===== config.mk =====
export PLATFORM = sky130hd
export DESIGN_NAME = qsw_spi_regs
export DESIGN_NICKNAME = d
export VERILOG_FILES = /design/src/qsw_pkg.sv /design/src/qsw_regmem.sv /design/src/qsw_spi_regs.sv
export SDC_FILE = /design/constraint.sdc
export NUM_CORES = 1
export LEC_CHECK = 0
export BUFFER_PORTS_ARGS = -buffer_cell sky130_fd_sc_hd__buf_2
export CELL_PAD_IN_SITES_DETAIL_PLACEMENT = 2
export CELL_PAD_IN_SITES_GLOBAL_PLACEMENT = 2
export CORE_MARGIN = 10
export CORE_UTILIZATION = 38
export DETAILED_ROUTE_END_ITERATION = 6
export HOLD_SLACK_MARGIN = 0.1
export PLACE_DENSITY = 0.8
export SLEW_MARGIN = 20
export SYNTH_ARGS = -nofsm -noshare
export SYNTH_HDL_FRONTEND = slang
export SYNTH_SLANG_ARGS = --single-unit

===== constraint.sdc =====
create_clock -name i_clk -period 1.8 [get_ports i_clk]
set_input_delay 0.36 -clock i_clk [delete_from_list [all_inputs] [get_ports i_clk]]
set_output_delay 0.36 -clock i_clk [all_outputs]
set_load 0.01 [all_outputs]

===== src/qsw_pkg.sv =====
package qsw_pkg;
	localparam int FRAME_BITS = 16;
	localparam int CNT_W = 4;
	localparam int WD_BIT = 15;
	localparam int CH_HI = 14;
	localparam int CH_LO = 13;
	localparam int ADDR_HI = 12;
	localparam int ADDR_LO = 10;
	localparam int PAYLOAD_W = 9;
	localparam int NUM_CH = 4;
	localparam logic [2:0] ADDR_STATUS = 3'h0;
	localparam logic [2:0] ADDR_DUTY = 3'h1;
	localparam logic [2:0] ADDR_SWITCH = 3'h2;
	localparam logic [2:0] ADDR_FAULT = 3'h3;
	localparam logic [2:0] ADDR_OCP = 3'h4;
	localparam logic [2:0] ADDR_GLOBAL = 3'h5;
	localparam logic [2:0] ADDR_CAL = 3'h7;
	localparam logic [8:0] REG_RESET = 9'h000;
	localparam int DUTY_ON_BIT = 7;
	localparam int SW_DIR_DIS_BIT = 5;
	localparam int FLT_RATIO_BIT = 0;
	localparam int GCR_SUPPLY_FAIL_EN_BIT = 8;
	localparam int GCR_TEMP_EN_BIT = 5;
	localparam int GCR_SENSE_EN_BIT = 4;
	localparam int GCR_SENSE_SEL_HI = 3;
	localparam int GCR_SENSE_SEL_LO = 2;
	localparam int GCR_OVERVOLTAGE_DISABLE_BIT = 0;
	localparam int SEL_CH_HI = 4;
	localparam int SEL_CH_LO = 3;
	localparam int SEL_KIND_HI = 2;
	localparam int SEL_KIND_LO = 0;
	localparam logic [1:0] SENSE_OFF = 2'h0;
	localparam logic [1:0] SENSE_CURRENT = 2'h1;
	localparam logic [1:0] SENSE_TEMP = 2'h2;
endpackage


===== src/qsw_regmem.sv =====
`timescale 1ns/1ps
`default_nettype none
module qsw_regmem (
	input  wire logic       i_clk,
	input  wire logic       i_rst_n,
	input  wire logic       i_clear,
	input  wire logic       i_we,
	input  wire logic [3:0] i_waddr,
	input  wire logic [8:0] i_wdata,
	input  wire logic [3:0] i_raddr,
	output logic      [8:0] o_rdata
);
	logic [8:0] mem_r [16];

	// Storage with bulk clear
	always_ff @(posedge i_clk or negedge i_rst_n) begin
		if (!i_rst_n) begin
			for (int i = 0; i < 16; i++) begin
				mem_r[i] <= qsw_pkg::REG_RESET;
			end
		end else if (i_clear) begin
			for (int i = 0; i < 16; i++) begin
				mem_r[i] <= qsw_pkg::REG_RESET;
			end
		end else if (i_we) begin
			mem_r[i_waddr] <= i_wdata;
		end
	end

	// Registered read
	always_ff @(posedge i_clk or negedge i_rst_n) begin
		if (!i_rst_n) begin
			o_rdata <= qsw_pkg::REG_RESET;
		end else begin
			o_rdata <= mem_r[i_raddr];
		end
	end
endmodule
`default_nettype wire


===== src/qsw_spi_regs.sv =====
// How it works
// - Frames are sixteen bits, shifted in most significant bit first
// - Bit 15 is the watchdog toggle; device tracks alternation
// - Bits 14:13 pick channel for per-channel registers
// - Bits 12:10 pick target register
// - Bits 8:0 are the register payload
// - Bit count not multiple of sixteen discards the frame
// - Transfer length multiple of sixteen accepted; only last frame applied, earlier bits passed on to SDO
// - Logic supply fail with enable set clears all registers
// - Without logic supply, inputs drive outputs; config treated zero
// - Power supply loss keeps configuration and status reporting
// - Power supply loss reported as undervoltage flag
// - Both supplies below reset level clear registers and faults
// - Prewarning flag sets and latches above threshold in normal mode
// - Prewarning clears after a read with temperature below threshold, or on supply reset or missing logic supply
// - Sense source follows temp enable, sense enable, select, ratio
// - Current mirror only while switch on; none in fail-safe
// - Clamp event forces all outputs on
// - Status request bits 4:3 channel, 2:0 content kind
// - Requested status returned in first sixteen bits of next frame
// - Channel code is binary, channel zero default
`timescale 1ns/1ps
`default_nettype none
module qsw_spi_regs (
	input  wire logic       i_clk,
	input  wire logic       i_rst_n,
	input  wire logic       i_sclk,
	input  wire logic       i_cs_n,
	input  wire logic       i_sdi,
	input  wire logic [3:0] i_direct_in,
	input  wire logic       i_logic_supply_fail,
	input  wire logic       i_logic_supply_absent,
	input  wire logic       i_power_supply_lost,
	input  wire logic       i_supply_por,
	input  wire logic       i_temp_over_prewarn,
	input  wire logic       i_fail_safe,
	input  wire logic       i_clamp_event,
	output logic            o_sdo,
	output logic            o_sdo_oe,
	output logic [3:0]      o_switch_output,
	output logic [1:0]      o_sense_source,
	output logic [1:0]      o_sense_channel,
	output logic            o_sense_ratio,
	output logic            o_overvoltage_disable,
	output logic            o_watchdog_toggle,
	output logic            o_watchdog_ok,
	output logic            o_temperature_prewarning_flag,
	output logic            o_undervoltage_flag
);
	////////////////////////////////////////////////////////////////
	// Synchronisers
	logic [1:0] sclk_s_r, cs_s_r, sdi_s_r;
	logic [1:0] vdd_fail_s_r, vdd_abs_s_r, pwr_lost_s_r, por_s_r;
	logic [1:0] otw_s_r, fs_s_r, clamp_s_r;
	logic [1:0] din_s0_r, din_s1_r, din_s2_r, din_s3_r;
	logic       sclk_d_r;

	always_ff @(posedge i_clk or negedge i_rst_n) begin
		if (!i_rst_n) begin
			sclk_s_r     <= 2'h0;
			cs_s_r       <= 2'h3;
			sdi_s_r      <= 2'h0;
			vdd_fail_s_r <= 2'h0;
			vdd_abs_s_r  <= 2'h0;
			pwr_lost_s_r <= 2'h0;
			por_s_r      <= 2'h0;
			otw_s_r      <= 2'h0;
			fs_s_r       <= 2'h0;
			clamp_s_r    <= 2'h0;
			din_s0_r     <= 2'h0;
			din_s1_r     <= 2'h0;
			din_s2_r     <= 2'h0;
			din_s3_r     <= 2'h0;
			sclk_d_r     <= 1'b0;
		end else begin
			sclk_s_r     <= {sclk_s_r[0], i_sclk};
			cs_s_r       <= {cs_s_r[0], i_cs_n};
			sdi_s_r      <= {sdi_s_r[0], i_sdi};
			vdd_fail_s_r <= {vdd_fail_s_r[0], i_logic_supply_fail};
			vdd_abs_s_r  <= {vdd_abs_s_r[0], i_logic_supply_absent};
			pwr_lost_s_r <= {pwr_lost_s_r[0], i_power_supply_lost};
			por_s_r      <= {por_s_r[0], i_supply_por};
			otw_s_r      <= {otw_s_r[0], i_temp_over_prewarn};
			fs_s_r       <= {fs_s_r[0], i_fail_safe};
			clamp_s_r    <= {clamp_s_r[0], i_clamp_event};
			din_s0_r     <= {din_s0_r[0], i_direct_in[0]};
			din_s1_r     <= {din_s1_r[0], i_direct_in[1]};
			din_s2_r     <= {din_s2_r[0], i_direct_in[2]};
			din_s3_r     <= {din_s3_r[0], i_direct_in[3]};
			sclk_d_r     <= sclk_s_r[1];
		end
	end

	logic       cs_act, sclk_rise, sclk_fall, cs_d_r;
	logic [3:0] din;
	assign cs_act    = ~cs_s_r[1];
	assign sclk_rise = sclk_s_r[1] & ~sclk_d_r;
	assign sclk_fall = ~sclk_s_r[1] & sclk_d_r;
	assign din       = {din_s3_r[1], din_s2_r[1], din_s1_r[1], din_s0_r[1]};

	////////////////////////////////////////////////////////////////
	// Frame assembly
	logic [15:0] shift_r;
	logic [3:0]  bit_cnt_r;
	logic        any_bits_r;
	logic        wrap_r;
	logic        frame_end;
	assign frame_end = cs_d_r & ~cs_act;

	always_ff @(posedge i_clk or negedge i_rst_n) begin
		if (!i_rst_n) begin
			cs_d_r     <= 1'b0;
			shift_r    <= 16'h0000;
			bit_cnt_r  <= 4'h0;
			any_bits_r <= 1'b0;
			wrap_r     <= 1'b0;
		end else begin
			cs_d_r <= cs_act;
			if (cs_act && !cs_d_r) begin
				bit_cnt_r  <= 4'h0;
				any_bits_r <= 1'b0;
				wrap_r     <= 1'b0;
			end else if (cs_act && sclk_rise) begin
				shift_r    <= {shift_r[14:0], sdi_s_r[1]};
				bit_cnt_r  <= bit_cnt_r + 4'h1;
				any_bits_r <= 1'b1;
				if (bit_cnt_r == 4'hf) begin
					wrap_r <= 1'b1;
				end
			end
		end
	end

	logic frame_ok;
	assign frame_ok = frame_end && any_bits_r && (bit_cnt_r == 4'h0);

	logic [1:0] f_ch;
	logic [2:0] f_addr;
	logic [8:0] f_pay;
	assign f_ch   = shift_r[qsw_pkg::CH_HI:qsw_pkg::CH_LO];
	assign f_addr = shift_r[qsw_pkg::ADDR_HI:qsw_pkg::ADDR_LO];
	assign f_pay  = shift_r[qsw_pkg::PAYLOAD_W-1:0];

	////////////////////////////////////////////////////////////////
	// Register storage
	function automatic logic [3:0] reg_index(input logic [2:0] a, input logic [1:0] ch);
		logic [3:0] idx;
		idx = 4'h0;
		unique case (a)
			qsw_pkg::ADDR_DUTY:   idx = {2'h0, ch};
			qsw_pkg::ADDR_SWITCH: idx = {2'h1, ch};
			qsw_pkg::ADDR_FAULT:  idx = {2'h2, ch};
			qsw_pkg::ADDR_OCP:    idx = {2'h3, ch};
			default:              idx = 4'h0;
		endcase
		return idx;
	endfunction

	logic [8:0] gcr_r, cal_r, duty_on_r, dir_dis_r, ratio_r;
	logic       wipe, is_chan;
	logic [3:0] mem_waddr;
	logic       mem_we;
	assign wipe = (vdd_fail_s_r[1] & gcr_r[qsw_pkg::GCR_SUPPLY_FAIL_EN_BIT])
		| por_s_r[1] | vdd_abs_s_r[1];
	assign is_chan   = (f_addr >= qsw_pkg::ADDR_DUTY) && (f_addr <= qsw_pkg::ADDR_OCP);
	assign mem_we    = frame_ok && is_chan;
	assign mem_waddr = reg_index(f_addr, f_ch);

	logic [4:0] status_sel_r;
	logic [8:0] mem_rdata;
	logic [3:0] mem_raddr;

	always_ff @(posedge i_clk or negedge i_rst_n) begin
		if (!i_rst_n) begin
			gcr_r        <= qsw_pkg::REG_RESET;
			cal_r        <= qsw_pkg::REG_RESET;
			status_sel_r <= 5'h00;
			duty_on_r    <= 9'h000;
			dir_dis_r    <= 9'h000;
			ratio_r      <= 9'h000;
		end else if (wipe) begin
			gcr_r        <= qsw_pkg::REG_RESET;
			cal_r        <= qsw_pkg::REG_RESET;
			status_sel_r <= 5'h00;
			duty_on_r    <= 9'h000;
			dir_dis_r    <= 9'h000;
			ratio_r      <= 9'h000;
		end else if (frame_ok) begin
			unique case (f_addr)
				qsw_pkg::ADDR_STATUS: status_sel_r <= f_pay[4:0];
				qsw_pkg::ADDR_GLOBAL: gcr_r <= f_pay;
				qsw_pkg::ADDR_CAL:    cal_r <= f_pay;
				qsw_pkg::ADDR_DUTY:   duty_on_r[f_ch] <= f_pay[qsw_pkg::DUTY_ON_BIT];
				qsw_pkg::ADDR_SWITCH: dir_dis_r[f_ch] <= f_pay[qsw_pkg::SW_DIR_DIS_BIT];
				qsw_pkg::ADDR_FAULT:  ratio_r[f_ch] <= f_pay[qsw_pkg::FLT_RATIO_BIT];
				default: ;
			endcase
		end
	end

	qsw_regmem u_mem (
		.i_clk   (i_clk),
		.i_rst_n (i_rst_n),
		.i_clear (wipe),
		.i_we    (mem_we),
		.i_waddr (mem_waddr),
		.i_wdata (f_pay),
		.i_raddr (mem_raddr),
		.o_rdata (mem_rdata)
	);

	assign mem_raddr = reg_index(status_sel_r[2:0],
		status_sel_r[qsw_pkg::SEL_CH_HI:qsw_pkg::SEL_CH_LO]);

	////////////////////////////////////////////////////////////////
	// Watchdog tracking
	always_ff @(posedge i_clk or negedge i_rst_n) begin
		if (!i_rst_n) begin
			o_watchdog_toggle <= 1'b0;
			o_watchdog_ok     <= 1'b0;
		end else if (frame_ok) begin
			o_watchdog_toggle <= shift_r[qsw_pkg::WD_BIT];
			o_watchdog_ok     <= shift_r[qsw_pkg::WD_BIT] != o_watchdog_toggle;
		end
	end

	////////////////////////////////////////////////////////////////
	// Flags
	always_ff @(posedge i_clk or negedge i_rst_n) begin
		if (!i_rst_n) begin
			o_temperature_prewarning_flag <= 1'b0;
			o_undervoltage_flag           <= 1'b0;
		end else if (por_s_r[1] || vdd_abs_s_r[1]) begin
			o_temperature_prewarning_flag <= 1'b0;
			o_undervoltage_flag           <= 1'b0;
		end else begin
			if (otw_s_r[1] && !fs_s_r[1]) begin
				o_temperature_prewarning_flag <= 1'b1;
			end else if (frame_ok && f_addr == qsw_pkg::ADDR_STATUS) begin
				o_temperature_prewarning_flag <= 1'b0;
			end
			if (pwr_lost_s_r[1]) begin
				o_undervoltage_flag <= 1'b1;
			end else if (frame_ok && f_addr == qsw_pkg::ADDR_STATUS) begin
				o_undervoltage_flag <= 1'b0;
			end
		end
	end

	////////////////////////////////////////////////////////////////
	// Status return
	logic [15:0] tx_r;
	logic [15:0] status_word;
	always_comb begin
		status_word = {o_watchdog_toggle, status_sel_r[4:3], 2'h0,
			o_undervoltage_flag, o_temperature_prewarning_flag, mem_rdata};
		if (status_sel_r[2:0] == qsw_pkg::ADDR_GLOBAL) begin
			status_word[8:0] = gcr_r;
		end else if (status_sel_r[2:0] == qsw_pkg::ADDR_CAL) begin
			status_word[8:0] = cal_r;
		end else if (status_sel_r[2:0] == qsw_pkg::ADDR_STATUS) begin
			status_word[8:0] = {4'h0, ~fs_s_r[1], din};
		end
	end

	always_ff @(posedge i_clk or negedge i_rst_n) begin
		if (!i_rst_n) begin
			tx_r     <= 16'h0000;
			o_sdo    <= 1'b0;
			o_sdo_oe <= 1'b0;
		end else begin
			o_sdo_oe <= cs_act;
			if (cs_act && !cs_d_r) begin
				tx_r  <= {status_word[14:0], 1'b0};
				o_sdo <= status_word[15];
			end else if (cs_act && sclk_fall) begin
				tx_r  <= {tx_r[14:0], 1'b0};
				o_sdo <= wrap_r ? shift_r[15] : tx_r[15];
			end
		end
	end

	////////////////////////////////////////////////////////////////
	// Outputs and sense routing
	always_ff @(posedge i_clk or negedge i_rst_n) begin
		if (!i_rst_n) begin
			o_switch_output       <= 4'h0;
			o_sense_source        <= qsw_pkg::SENSE_OFF;
			o_sense_channel       <= 2'h0;
			o_sense_ratio         <= 1'b0;
			o_overvoltage_disable <= 1'b0;
		end else begin
			if (clamp_s_r[1]) begin
				o_switch_output <= 4'hf;
			end else if (vdd_abs_s_r[1]) begin
				o_switch_output <= din;
			end else begin
				o_switch_output <= duty_on_r[3:0] | (din & ~dir_dis_r[3:0]);
			end
			o_sense_channel <= gcr_r[qsw_pkg::GCR_SENSE_SEL_HI:qsw_pkg::GCR_SENSE_SEL_LO];
			o_sense_ratio   <= ratio_r[gcr_r[qsw_pkg::GCR_SENSE_SEL_HI:qsw_pkg::GCR_SENSE_SEL_LO]];
			o_overvoltage_disable <= gcr_r[qsw_pkg::GCR_OVERVOLTAGE_DISABLE_BIT];
			if (gcr_r[qsw_pkg::GCR_TEMP_EN_BIT]) begin
				o_sense_source <= qsw_pkg::SENSE_TEMP;
			end else if (gcr_r[qsw_pkg::GCR_SENSE_EN_BIT] && !fs_s_r[1]
				&& o_switch_output[gcr_r[qsw_pkg::GCR_SENSE_SEL_HI:qsw_pkg::GCR_SENSE_SEL_LO]]) begin
				o_sense_source <= qsw_pkg::SENSE_CURRENT;
			end else begin
				o_sense_source <= qsw_pkg::SENSE_OFF;
			end
		end
	end
endmodule
`default_nettype wire


==> results of run 1 <==
==> path summary, 6_finish.rpt <==
kind                                     to  slack, ps  depth (start not counted)
worst max register to register     cal_r[1]       -780                         10
worst min-delay path            shift_r[11]        240                          2
min in group i_clk                cs_s_r[1]        360                          0
worst max-delay path               cal_r[1]       -780                         10
worst min register to register    cs_s_r[1]        360                          0
max in group asynchronous         cs_s_r[1]        780                          3
==> timing repair <==
action                                 4_1_cts  5_1_grt
setup buffers                               22       34
setup endpoints to repair                  193      198
gates resized for setup                    246      225
hold buffers                                15        0
endpoints found under the hold margin      126        0
cloned                                      12        3
pin swaps                                   82       56
==> layer usage <==
layer,track usage,up-vias
met4,0.163,6
met5,0,-
met1,0.374,6152
li1,-,4355
met3,0.0656,359
met2,0.529,881
==> critical path: stages, from the launching register on <==
cell and delay [ps]:
sky130_fd_sc_hd__dfrtp_1 420, sky130_fd_sc_hd__inv_2 120, sky130_fd_sc_hd__ha_4 150, sky130_fd_sc_hd__and4bb_2 270, sky130_fd_sc_hd__buf_6 130, sky130_fd_sc_hd__buf_6 100
sky130_fd_sc_hd__buf_6 110, sky130_fd_sc_hd__nand4_1 240, sky130_fd_sc_hd__buf_6 250, sky130_fd_sc_hd__mux2i_1 440, sky130_fd_sc_hd__nor2_1 180
==> sequential cells by signal, summed over array words and instances, names as in the netlist, 4 cells and up <==
signal           count
u_mem.mem_r        144
shift_r             16
tx_r                15
cal_r                9
gcr_r                9
u_mem.o_rdata        9
status_sel_r         5
bit_cnt_r            4
dir_dis_r            4
duty_on_r            4
o_switch_output      4
ratio_r              4
==> synthesized netlist by cell type (all sizes together) (6+ instances only) <==
library cell / instances / area [um2]
o211ai: 7 / 62.6
nand2b: 11 / 68.8
nand2: 168 / 631
nand4: 15 / 106
dfrtp: 268 / 6710
a222oi: 14 / 140
nor2: 71 / 272
o21ai: 45 / 225
o2bb2ai: 33 / 289
a22oi: 8 / 60.1
mux2i: 91 / 911
a21oi: 75 / 375
nand3: 29 / 145
o2111ai: 6 / 52.6
mux2: 39 / 439
clkbuf: 45 / 169
nor2b: 13 / 81.3
mux4: 15 / 338
a211oi: 9 / 72.6
or2: 9 / 56.3
and4: 9 / 78.8
buf: 49 / 292
o22ai: 6 / 37.5
inv: 8 / 30.0
nor3b: 7 / 72.6
and2: 9 / 56.3
o21bai: 7 / 52.6
==> power by group <==
part           switching, mW  internal, mW  leakage [nW]
registers              0.295          6.23          3.64
logic                   1.20         0.635          3.27
clock network           3.21          4.27         0.543
==> logic make-up after synthesis <==
group / count (synthesis) / share of synthesized area
AOI/OAI and AO/OA: 240 / 0.132
xor gates and xnor gates: 4 / 0.00285
adders and majority gates: 2 / 0.00204
buffers and inverters: 102 / 0.0399
DFF: 270 / 0.550
muxes: 145 / 0.137
and+or+nand+nor: 354 / 0.136
==> area by class of cell <==
type                            count  area (um2)
Clock inverter                     17         272
Tap cell                          402         503
Multi-Input combinational cell    746        6840
Clock buffer                       41         863
Timing Repair Buffer              234        2540
Fill cell                        2879       13900
Sequential cell                   270        6770
Inverter                            8        30.0
==> results.md, run 1 <==
- The flow ran to the end, but the final reports show violations.
- The checks that failed: setup timing.
- The arrival time of the worst setup path is 3040 ps.
- The library cell used most frequently in the layout, excluding fill and tap cells, is sky130_fd_sc_hd__dfrtp_1.
- The count of maximum capacitance violations is 0.
- In the routed design, unresolved DRC markers number 0.
- The peak clock frequency supported by timing is 0.387 GHz.
- The utilization of the core after routing is 0.562.
- The count of different cell masters after synthesis is 66.
- The reported leakage power is 7.45 nW.
- Clock tree synthesis selected as its root buffer the cell sky130_fd_sc_hd__clkbuf_16.
- The via-per-instance ratio is 6.84.
- The clock drives 270 sinks.
- The per-instance average area after synthesis is 11.0 um2.
- The post-CTS clock slew at the launch and capture registers of the worst setup and hold paths is 80 ps.
- The floorplan die width is 200 um.
- The core area is 31700 um2.
- The final antenna-violating net count is 0.
- The total of warnings raised by yosys is 0.
- The peak ir drop on the vdd network is 0.000847 V.
- The layout net count is 1309.
- The final hold slack is 237 ps.
- The DRC marker count from the first detailed-route iteration is 1408.
- The pin slew with the least headroom to its limit is 803 ps.
- The clock period minus worst slack is 2580 ps.
- In the finished design, the share of the clock period the worst path needs comes to 1.44.
- Total power for the finished layout comes to 15.8 mW.
- The total met2 wirelength after detailed routing is 34200 um.
- The insertion delay to the later sink of the worst-skew pair is 620 ps.
- Timing analysis after detailed placement gives a worst setup slack of -304 ps.
- The setup clock skew after layout is 34.9 ps.
- The setup path with the least slack is of type flip-flop to flip-flop.
- The startpoint of the lowest-slack register-to-register path is bit_cnt_r[0].
- The number of buffers created by CTS is 31.
- The number of top-level design ports is 32.
- The repair_antennas step left the layout with diodes totalling 0.
- The post-synthesis instance area is 12300 um2.
- The synthesized design contains 270 register bits.
- The initial antenna violation count is 3.
- The final weighted congestion of routability-driven global placement is 0.843.
- The number of enable flip-flop cells after synthesis is 0.
- The number of max-slew violations in the final report came to 0.
- The wire length of the first global-routing pass is 91800 um.
- Setup slack on the critical path of the routed design comes to -784 ps.
- The met3 wire length is 5960 um.
- Of the cells placed in the final design, the portion with a size suffix greater than 1 is 0.458.
- The sequential share of the synthesized area is 0.550.
- The overall routed net length is 72800 um.
- The number of failing hold endpoints at the final stage came to 0.
- For the final routed database, the setup TNS stands at -57200 ps.
- The initialized floorplan defines 65 standard-cell rows.
- The area of placed instances is 13800 um2.
- The dominant synthesized flop cell is sky130_fd_sc_hd__dfrtp_1.
- For this design the ratio of total power to cell area is 889 nW/um2.
- The routed length per placed instance is 42.4 um.
- The via count of the first global-routing pass is 12400.
- The total global routing track utilization is 0.314.
- The highest metal layer carrying signal wires in the routed design is met5.
- The largest net degree at the start of global routing is 54.
- The data required time of the worst path is 2250 ps.
- The path class of the tightest hold or removal check is input port to async pin.
- The remaining global-route overflow is 0.
- The count of input and output buffers is 31.
- The routed length on met1 is 27300 um.
- Across all layers, the routed design uses 11800 vias.
- Headroom to the max-slew limit came out at 0.465.
- The share of async-settable or async-resettable flops after synthesis is 1.00.
- The count of H-tree levels built during CTS is 1.
- The finished layout holds 1718 standard cells, fillers aside.
- The critical-path maximum fanout is 5.
- The sort of element at the start of the critical path is a flip-flop.
- From bottom edge to top edge, the die measures 200 um.
- The endpoint type of the worst setup path is a flip-flop.
- The CTS tree is built.
- Compared with the post-synthesis result, the final layout area differs by 44.9%.
- The finished cells cover 17800 um2.
- The launching element of the worst setup path is bit_cnt_r[0].
- In this run, placement finished with an instance count of 1583.
- The area of the die is 39900 um2.
- Detailed placement ended at an HPWL of 30600 um.
- The number of nets in the synthesized netlist is 1135.
- In the layout the commonest cells are 262 x sky130_fd_sc_hd__dfrtp_1, 126 x sky130_fd_sc_hd__nand2_1, 92 x sky130_fd_sc_hd__buf_4.
- The total iterations of the first detailed-routing run is 6.
- For this configuration, the core starts out at a cell density of 0.387.
- Setup repair after global routing could not meet its margin everywhere.
- The cell count after synthesis is 1117.
- Setup violations remaining at the end of the flow were counted as 193.
- In this run the deepest clock path goes through 3 buffers.
Power figures use the tool's default switching activity.
==> inputs of run 2 (changes only) <==
--- a/config.mk
+++ b/config.mk
@@ -5,14 +5,14 @@
 export SDC_FILE = /design/constraint.sdc
 export NUM_CORES = 1
 export LEC_CHECK = 0
-export BUFFER_PORTS_ARGS = -buffer_cell sky130_fd_sc_hd__buf_2
 export CELL_PAD_IN_SITES_DETAIL_PLACEMENT = 2
 export CELL_PAD_IN_SITES_GLOBAL_PLACEMENT = 2
 export CORE_MARGIN = 10
-export CORE_UTILIZATION = 38
+export CORE_UTILIZATION = 39
 export DETAILED_ROUTE_END_ITERATION = 6
+export DONT_BUFFER_PORTS = 1
 export HOLD_SLACK_MARGIN = 0.1
-export PLACE_DENSITY = 0.8
+export PLACE_DENSITY = 0.81
 export SLEW_MARGIN = 20
 export SYNTH_ARGS = -nofsm -noshare
 export SYNTH_HDL_FRONTEND = slang
==> run 2 against run 1 <==
The run ends with hold timing, setup timing left. Via count shrank 7.0%. Clock skew increased by 0.64 ps. Wire length decreased by 14%. Count of clock-buffer cells in the layout up 5. Non-clock buffer count fell by 60. Clock power down 8.8%. Global-route usage is 4.5 points lower. Critical path depth decreased by 4. First-iteration DRC count shrank 14%. Register-to-register slack improved by 460 ps.
==> results.md, run 2 (synthesis gave the netlist of run 1 again) <==
- The post-CTS clock slew at the launch and capture registers of the worst setup and hold paths is 70 ps (about the same).
- Clock tree synthesis selected as its root buffer the cell sky130_fd_sc_hd__clkbuf_16.
- The register area is 6770 um2 (about the same).
- The total iterations of the first detailed-routing run is 7 (+1).
- The arrival time of the worst setup path was 2590 ps (-450 ps).
- The reported leakage power is 6.85 nW (-8.0%).
- The number of sinks on the clock net is 270 (unchanged).
- The critical path start-end classification is flip-flop to flip-flop.
- The number of flip-flops in the largest register was 144 (unchanged).
- The wire length of the first global-routing pass is 79700 um (-13%).
- The critical path starts at status_sel_r[2].
- The share of total power in the clock network is 0.459 (-0.013).
- The net switching power was 4.16 mW (-12%).
- The area of placed instances was 13500 um2 (-2.2%).
- The pin slew with the least headroom to its limit was 988 ps (+185 ps).
- The accumulated negative setup slack was -16890 ps (+40300 ps).
- In this run the critical register-to-register path is launched from status_sel_r[2].
- The post-DP HPWL is 30100 um (-1.8%).
- The final weighted congestion of routability-driven global placement is 0.854 (+1.3%).
- The overall routed net length came to 62400 um (-14%).
- The data required time of the worst path is 2270 ps (+20 ps).
- The total chip power came to 14.9 mW (-6.2%).
- The via-per-instance ratio is 6.62 (-3.2%).
- The peak ir drop on the vdd network is 0.000642 V (-24%).
- The number of placement rows came to 64 (-1.5%).
- The sort of element at the start of the critical path is a flip-flop.
- The largest net degree at the start of global routing is 271 (+400%).
- The total global routing track utilization is 0.269 (-0.0451).
- Setup repair after global routing could not meet its margin everywhere.
- The die span in y is 198 um (-1.2%).
- The remaining global-route overflow is 0 (unchanged).
- The core area is 30800 um2 (-2.8%).
- The most common cell after layout, fill and taps aside is sky130_fd_sc_hd__dfrtp_1.
- The floorplan die width was 198 um (-1.2%).
- The via count of the first global-routing pass is 11500 (-7.1%).
- The count of maximum capacitance violations is 0 (unchanged).
- The critical-path maximum fanout is 15 (+10).
- The number of buffers inserted by hold repair at cts is 14 (-1).
- The CTS tree is built.
- The clock period minus worst slack is 2130 ps (-458 ps).
- The worst setup path is captured at a flip-flop.
- The total area of multi-input combinational cells is 6280 um2 (-8.3%).
- The utilization of the core after routing is 0.532 (-0.0294).
- The number of buffers created by CTS is 30 (-3.2%).
- The number of max-slew violations in the final report is 0 (unchanged).
- The final antenna-violating net count is 0 (unchanged).
- Ranked by flip-flop count, first place goes to u_mem.mem_r.
- The power density over the cells is 905 nW/um2 (+1.8%).
- The layout net count is 1247 (-4.7%).
- The count of input and output buffers is 0 (-100%).
- The final hold slack is -502 ps (-739 ps).
- The final setup slack of the worst path was -326 ps (+458 ps).
- The initial antenna violation count is 1 (-2).
- The number of design rule violations left after detail routing is 0 (unchanged).
- The via count came to 10900 (-7.0%).
- The initial core utilization is 0.399 (+0.0112).
- The setup clock skew after layout is 35.6 ps (+0.643 ps).
- The final reports fail on hold timing, setup timing.
- The worst relative slew slack is 0.342 (-0.123).
- The internal power of the cells is 10.7 mW (-3.9%).
- The switching share of total power is 0.280 (-0.0173).
- The routed length per placed instance came to 37.8 um (-11%).
- The number of fill cells in the layout is 2821 (-2.0%).
- The number of top-level design ports was 32 (unchanged).
- The number of failing hold endpoints at the final stage is 270 (+270).
- The DRC marker count from the first detailed-route iteration is 1206 (-14%).
- The largest buffer count on any clock path is 3 (unchanged).
- The number of setup violations in the final report is 155 (-20%).
- The insertion delay to the later sink of the worst-skew pair was 600 ps (-20 ps).
- The synthesis-to-layout area growth is 33.5%.
- The largest registers in the layout are u_mem.mem_r x144, shift_r x16, tx_r x15.
- The share of layout cells above drive strength 1 came to 0.385 (-0.0727).
- The flow ran to the end, but the final reports show violations.
- The count of H-tree levels built during CTS was 1 (unchanged).
- The post-route cell area is 16400 um2 (-7.9%).
- The fraction of power consumed by combinational cells was 0.103 (-0.013).
- The library cells used most frequently in the layout, excluding fill and tap cells, are 262 x sky130_fd_sc_hd__dfrtp_1, 127 x sky130_fd_sc_hd__nand2_1, 97 x sky130_fd_sc_hd__buf_4.
- The peak clock frequency supported by timing is 0.470 GHz (+22%).
- The final critical-path share of the clock period was 1.18 (-0.254).
- The area of the die is 39000 um2 (-2.3%).
- The min-delay analysis places its worst path in the category input port to async pin.
- The sequential share of power is 0.438 (+0.026).
## run 2: cell type report
cell class,instances,share of cell area
clock buffer,46,0.0531
antenna,2,0.000305
tap,396,0.0302
multi-input combinational,745,0.382
inverter,8,0.00183
timing repair buffer,174,0.110
clock inverter,10,0.00999
sequential,270,0.413
## run 2: worst max-delay path, cell delays in order, from the launching register on
cell and delay, ps:
sky130_fd_sc_hd__dfrtp_2 480, sky130_fd_sc_hd__buf_4 210, sky130_fd_sc_hd__buf_4 280, sky130_fd_sc_hd__and2_2 350, sky130_fd_sc_hd__buf_4 240, sky130_fd_sc_hd__a21oi_2 90, sky130_fd_sc_hd__o22ai_1 310
## run 2: worst paths after layout
path	end	slack (ps)	cells after the start
max	u_mem.o_rdata[3]	-330	6
min	shift_r[10]	-500	0
max reg2reg	u_mem.o_rdata[3]	-330	6
min reg2reg	sclk_s_r[1]	350	0
max in group asynchronous	u_mem.mem_r[76]	1500	0
min in group i_clk	sclk_s_r[0]	320	1
## run 2: routing by layer
metal	wire (um)	global-route usage	vias up
met5	11	0	-
met4	3470	0.126	2
met3	4470	0.0613	221
met2	30400	0.449	576
met1	24100	0.325	5896
li1	-	-	4238
## run 2: per-stage QoR
step | instances | setup WS (ps)
after global placement | 1549 | -218
final | 1651 | -326
after global routing | 1649 | -304
after detailed placement | 1549 | -227
after CTS | 1638 | -133
after floorplan | 1117 | 65.0
## run 2: power groups by stage
stage                     clock network (mW)  logic, mW  registers, mW
after floorplan                            0      0.520           6.45
after global placement                     0      0.978           6.54
after detailed placement                   0       1.04           6.55
after CTS                               6.61       1.25           6.45
after global routing                    7.07       1.57           6.51
final                                   6.82       1.53           6.51
## run 2: timing repair
item / CTS / global route
pin swaps: 25 / 74
setup endpoints to repair: 192 / 189
gates cloned: 5 / 5
hold endpoints to repair: 284 / 270
gates resized for setup: 98 / 247
buffers inserted: 14 / 12
==> inputs of run 3 (changes only) <==
--- a/config.mk
+++ b/config.mk
@@ -5,6 +5,7 @@
 export SDC_FILE = /design/constraint.sdc
 export NUM_CORES = 1
 export LEC_CHECK = 0
+export ABC_CLOCK_PERIOD_IN_PS = 1800
 export CELL_PAD_IN_SITES_DETAIL_PLACEMENT = 2
 export CELL_PAD_IN_SITES_GLOBAL_PLACEMENT = 2
 export CORE_MARGIN = 10
==> constraint.sdc (replaced) <==
create_clock -name i_clk -period 1.8 [get_ports i_clk]
set_input_delay 0.36 -clock i_clk [delete_from_list [all_inputs] [get_ports i_clk]]
set_output_delay 0.36 -clock i_clk [all_outputs]
set_load 0.05 [all_outputs]
==> run 3 against run 2 <==
Utilization is 3.3 points higher. Design area is 6.3% higher. Cell count is 0.55% higher. Critical endpoint unchanged. Hold slack worse by 24 ps. The run still ends with hold timing, setup timing left. Worst setup slack worse by 100 ps. Clock power is 4.5% higher. Largest cell class is now multi-input combinational cells. Fmax is 4.5% lower. Die area stayed put. Clock skew is 5.1 ps lower. Wire length is 8.1% higher.
==> results.md, run 3 (synthesis gave the netlist of run 1 again) <==
- The count of maximum capacitance violations is 0 (unchanged).
- The setup clock skew after layout is 30.4 ps (-5.10 ps).
- The final setup slack of the worst path is -427 ps (-100 ps).
- The via count of the first global-routing pass came to 11800 (+2.3%).
- In the final layout, the registers with the most flip-flops are u_mem.mem_r x144, shift_r x16, tx_r x15.
- The number of sinks on the clock net was 270 (unchanged).
- The worst-case reg-to-reg path depth came to 5 (-1).
- The sort of element at the start of the critical path is a flip-flop.
- The DRC marker count from the first detailed-route iteration is 1136 (-5.8%).
- The peak clock frequency supported by timing was 0.449 GHz (-4.5%).
- The area of placed instances is 13500 um2 (+0.21%).
- The largest buffer count on any clock path came to 3 (unchanged).
- The post-DP HPWL is 29900 um (-0.72%).
- The number of placement rows is 64 (unchanged).
- The layout net count is 1258 (+0.88%).
- The reported leakage power is 7.45 nW (+8.7%).
- The critical-path maximum fanout is 5 (-10).
- The worst hold path class is input port to async pin.
- The count of placed standard cells including taps is 1541 (-0.52%).
- The final weighted congestion of routability-driven global placement was 0.843 (-1.3%).
- The power density over the cells came to 885 nW/um2 (-2.2%).
- The initial antenna violation count came to 1 (unchanged).
- The number of buffers created by CTS is 30 (unchanged).
- The total iterations of the first detailed-routing run is 7 (unchanged).
- The checks that failed: hold timing, setup timing.
- The signal on the critical path passes through buf_6, buf_12, mux2_2, a222oi_1, o22ai_1.
- The final antenna-violating net count is 0 (unchanged).
- The count of input and output buffers is 0 (unchanged).
- The critical path start-end classification is flip-flop to flip-flop.
- The count of H-tree levels built during CTS is 1 (unchanged).
- In this run the critical register-to-register path is launched from status_sel_r[4].
- The root cell of the clock tree is sky130_fd_sc_hd__clkbuf_16.
- The via-per-instance ratio is 6.75 (+1.9%).
- The initial core utilization is 0.399 (unchanged).
- The insertion delay to the later sink of the worst-skew pair is 600 ps (about the same).
- The reg-to-reg setup timing slack is -430 ps (-100 ps).
- The number of setup violations in the final report is 191 (+23%).
- The largest net degree at the start of global routing is 271 (unchanged).
- The peak per-stage delay on the critical path is 760 ps (+280 ps).
- The post-route cell area is 17400 um2 (+6.3%).
- The pin slew with the least headroom to its limit came to 1100 ps (+114 ps).
- The core area was 30800 um2 (unchanged).
- The arrival time of the worst setup path is 2640 ps (+50 ps).
- The data required time of the worst path came to 2220 ps (-50 ps).
- The remaining global-route overflow was 0 (unchanged).
- The endpoint identified for the worst register-to-register timing path is u_mem.o_rdata[3].
- The peak ir drop on the vdd network is 0.000704 V (+9.6%).
- The clock period minus worst slack is 2230 ps (+100 ps).
- The die span in y is 198 um (unchanged).
- The slowest stage of the critical path belongs to the cell sky130_fd_sc_hd__a222oi_1.
- Setup repair after global routing could not meet its margin everywhere.
- The share of layout cells above drive strength 1 came to 0.469 (+0.0837).
- The overall routed net length came to 67500 um (+8.1%).
- Relative to the synthesized area, the layout overhead comes to 41.9%.
- The number of design rule violations left after detail routing is 0 (unchanged).
- The number of buffers inserted by hold repair at cts is 14 (unchanged).
- The routed length per placed instance is 40.7 um (+7.5%).
- The number of top-level design ports came to 32 (unchanged).
- The number of flip-flops in the largest register is 144 (unchanged).
- The area of the die was 39000 um2 (unchanged).
- The worst setup path is captured at a flip-flop.
- The CTS tree is built.
- The total global routing track utilization is 0.284 (+0.0143).
- The final critical-path share of the clock period is 1.24 (+0.0557).
- The wire length of the first global-routing pass is 83100 um (+4.2%).
- The number of antenna diodes is 0 (-2).
- The utilization of the core after routing is 0.566 (+0.0335).
- The number of standard cells in the layout, taps in and fillers out is 1660 (+0.55%).
- The flow ran to the end, but the final reports show violations.
- The library cell used most frequently in the layout, excluding fill and tap cells, is sky130_fd_sc_hd__dfrtp_1.
- The floorplan die width was 198 um (unchanged).
- The register with the most flip-flops is u_mem.mem_r.
- The via count is 11200 (+2.5%).
- The final hold slack came to -526 ps (-24.1 ps).
- The worst relative slew slack is 0.266 (-0.0757).
- The post-CTS clock slew at the launch and capture registers of the worst setup and hold paths is 80 ps (about the same).
- The number of max-slew violations in the final report is 0 (unchanged).
- The number of failing hold endpoints at the final stage came to 270 (unchanged).
- In the layout the commonest cells are 260 x sky130_fd_sc_hd__dfrtp_1, 93 x sky130_fd_sc_hd__nand2_1, 91 x sky130_fd_sc_hd__buf_4.
run 3: cell types whose count changed in the layout (fill, tap and decap cells not counted), sizes merged:
cell / delta
buf: +8
bufinv: +1
clkbuf: -5
clkinv: +4
clkinvlp: +3
diode: -2
run 3: worst max-delay path by stage:
| stage | start | to | cells past startpoint |
|---|---|---|---|
| after CTS | status_sel_r[3] | u_mem.o_rdata[3] | 5 |
| final | status_sel_r[4] | u_mem.o_rdata[3] | 5 |
| after detailed placement | status_sel_r[0] | u_mem.o_rdata[3] | 5 |
| after floorplan | o_sdo_oe | u_mem.mem_r[54] | 6 |
| after global routing | status_sel_r[4] | u_mem.o_rdata[7] | 7 |
| after global placement | status_sel_r[0] | u_mem.o_rdata[3] | 5 |
run 3: power by group:
part	internal [mW]	switching, mW
sequential	6.23	0.430
combinational	0.635	1.02
clock	4.03	3.09
run 3: layout make-up:
class,instances,area [um2]
Fill cell,2713,13400
Multi-Input combinational cell,745,6930
Sequential cell,270,6770
Timing Repair Buffer,185,2130
Clock buffer,38,841
Tap cell,396,495
Clock inverter,18,240
Inverter,8,30.0
run 3: worst max-delay path, delay by kind of cell (launching register included):
family | cells | cell delay (ps)
AO/OA/AOI/OAI | 2 | 980
buffers and inverters | 2 | 280
flip-flops | 1 | 460
multiplexers | 1 | 340
run 3: routing by layer:
layer,vias up,global-route usage,share of wire
met1,5970,0.341,0.37
met4,2,0.148,0.083
met3,330,0.0538,0.067
li1,4241,-,-
met2,661,0.477,0.48
met5,-,0,0.00019
run 3: timing repair:
action / in CTS / in global routing
gates cloned: 7 / 7
hold endpoints to repair: 284 / 270
buffers inserted: 26 / 18
resized for setup: 148 / 340
endpoints found under the setup margin: 184 / 197
pin swaps: 52 / 110
run 3: stage by stage:
stage / TNS, ps / setup slack [ps] / total power, mW
3_3_place_gp: -1560 / -255 / 7.57
3_5_place_dp: -14090 / -340 / 7.65
4_1_cts: -4540 / -187 / 14.7
2_1_floorplan: 0 / 27.1 / 7.03
5_1_grt: -41800 / -408 / 15.7
6_report: -34210 / -427 / 15.4
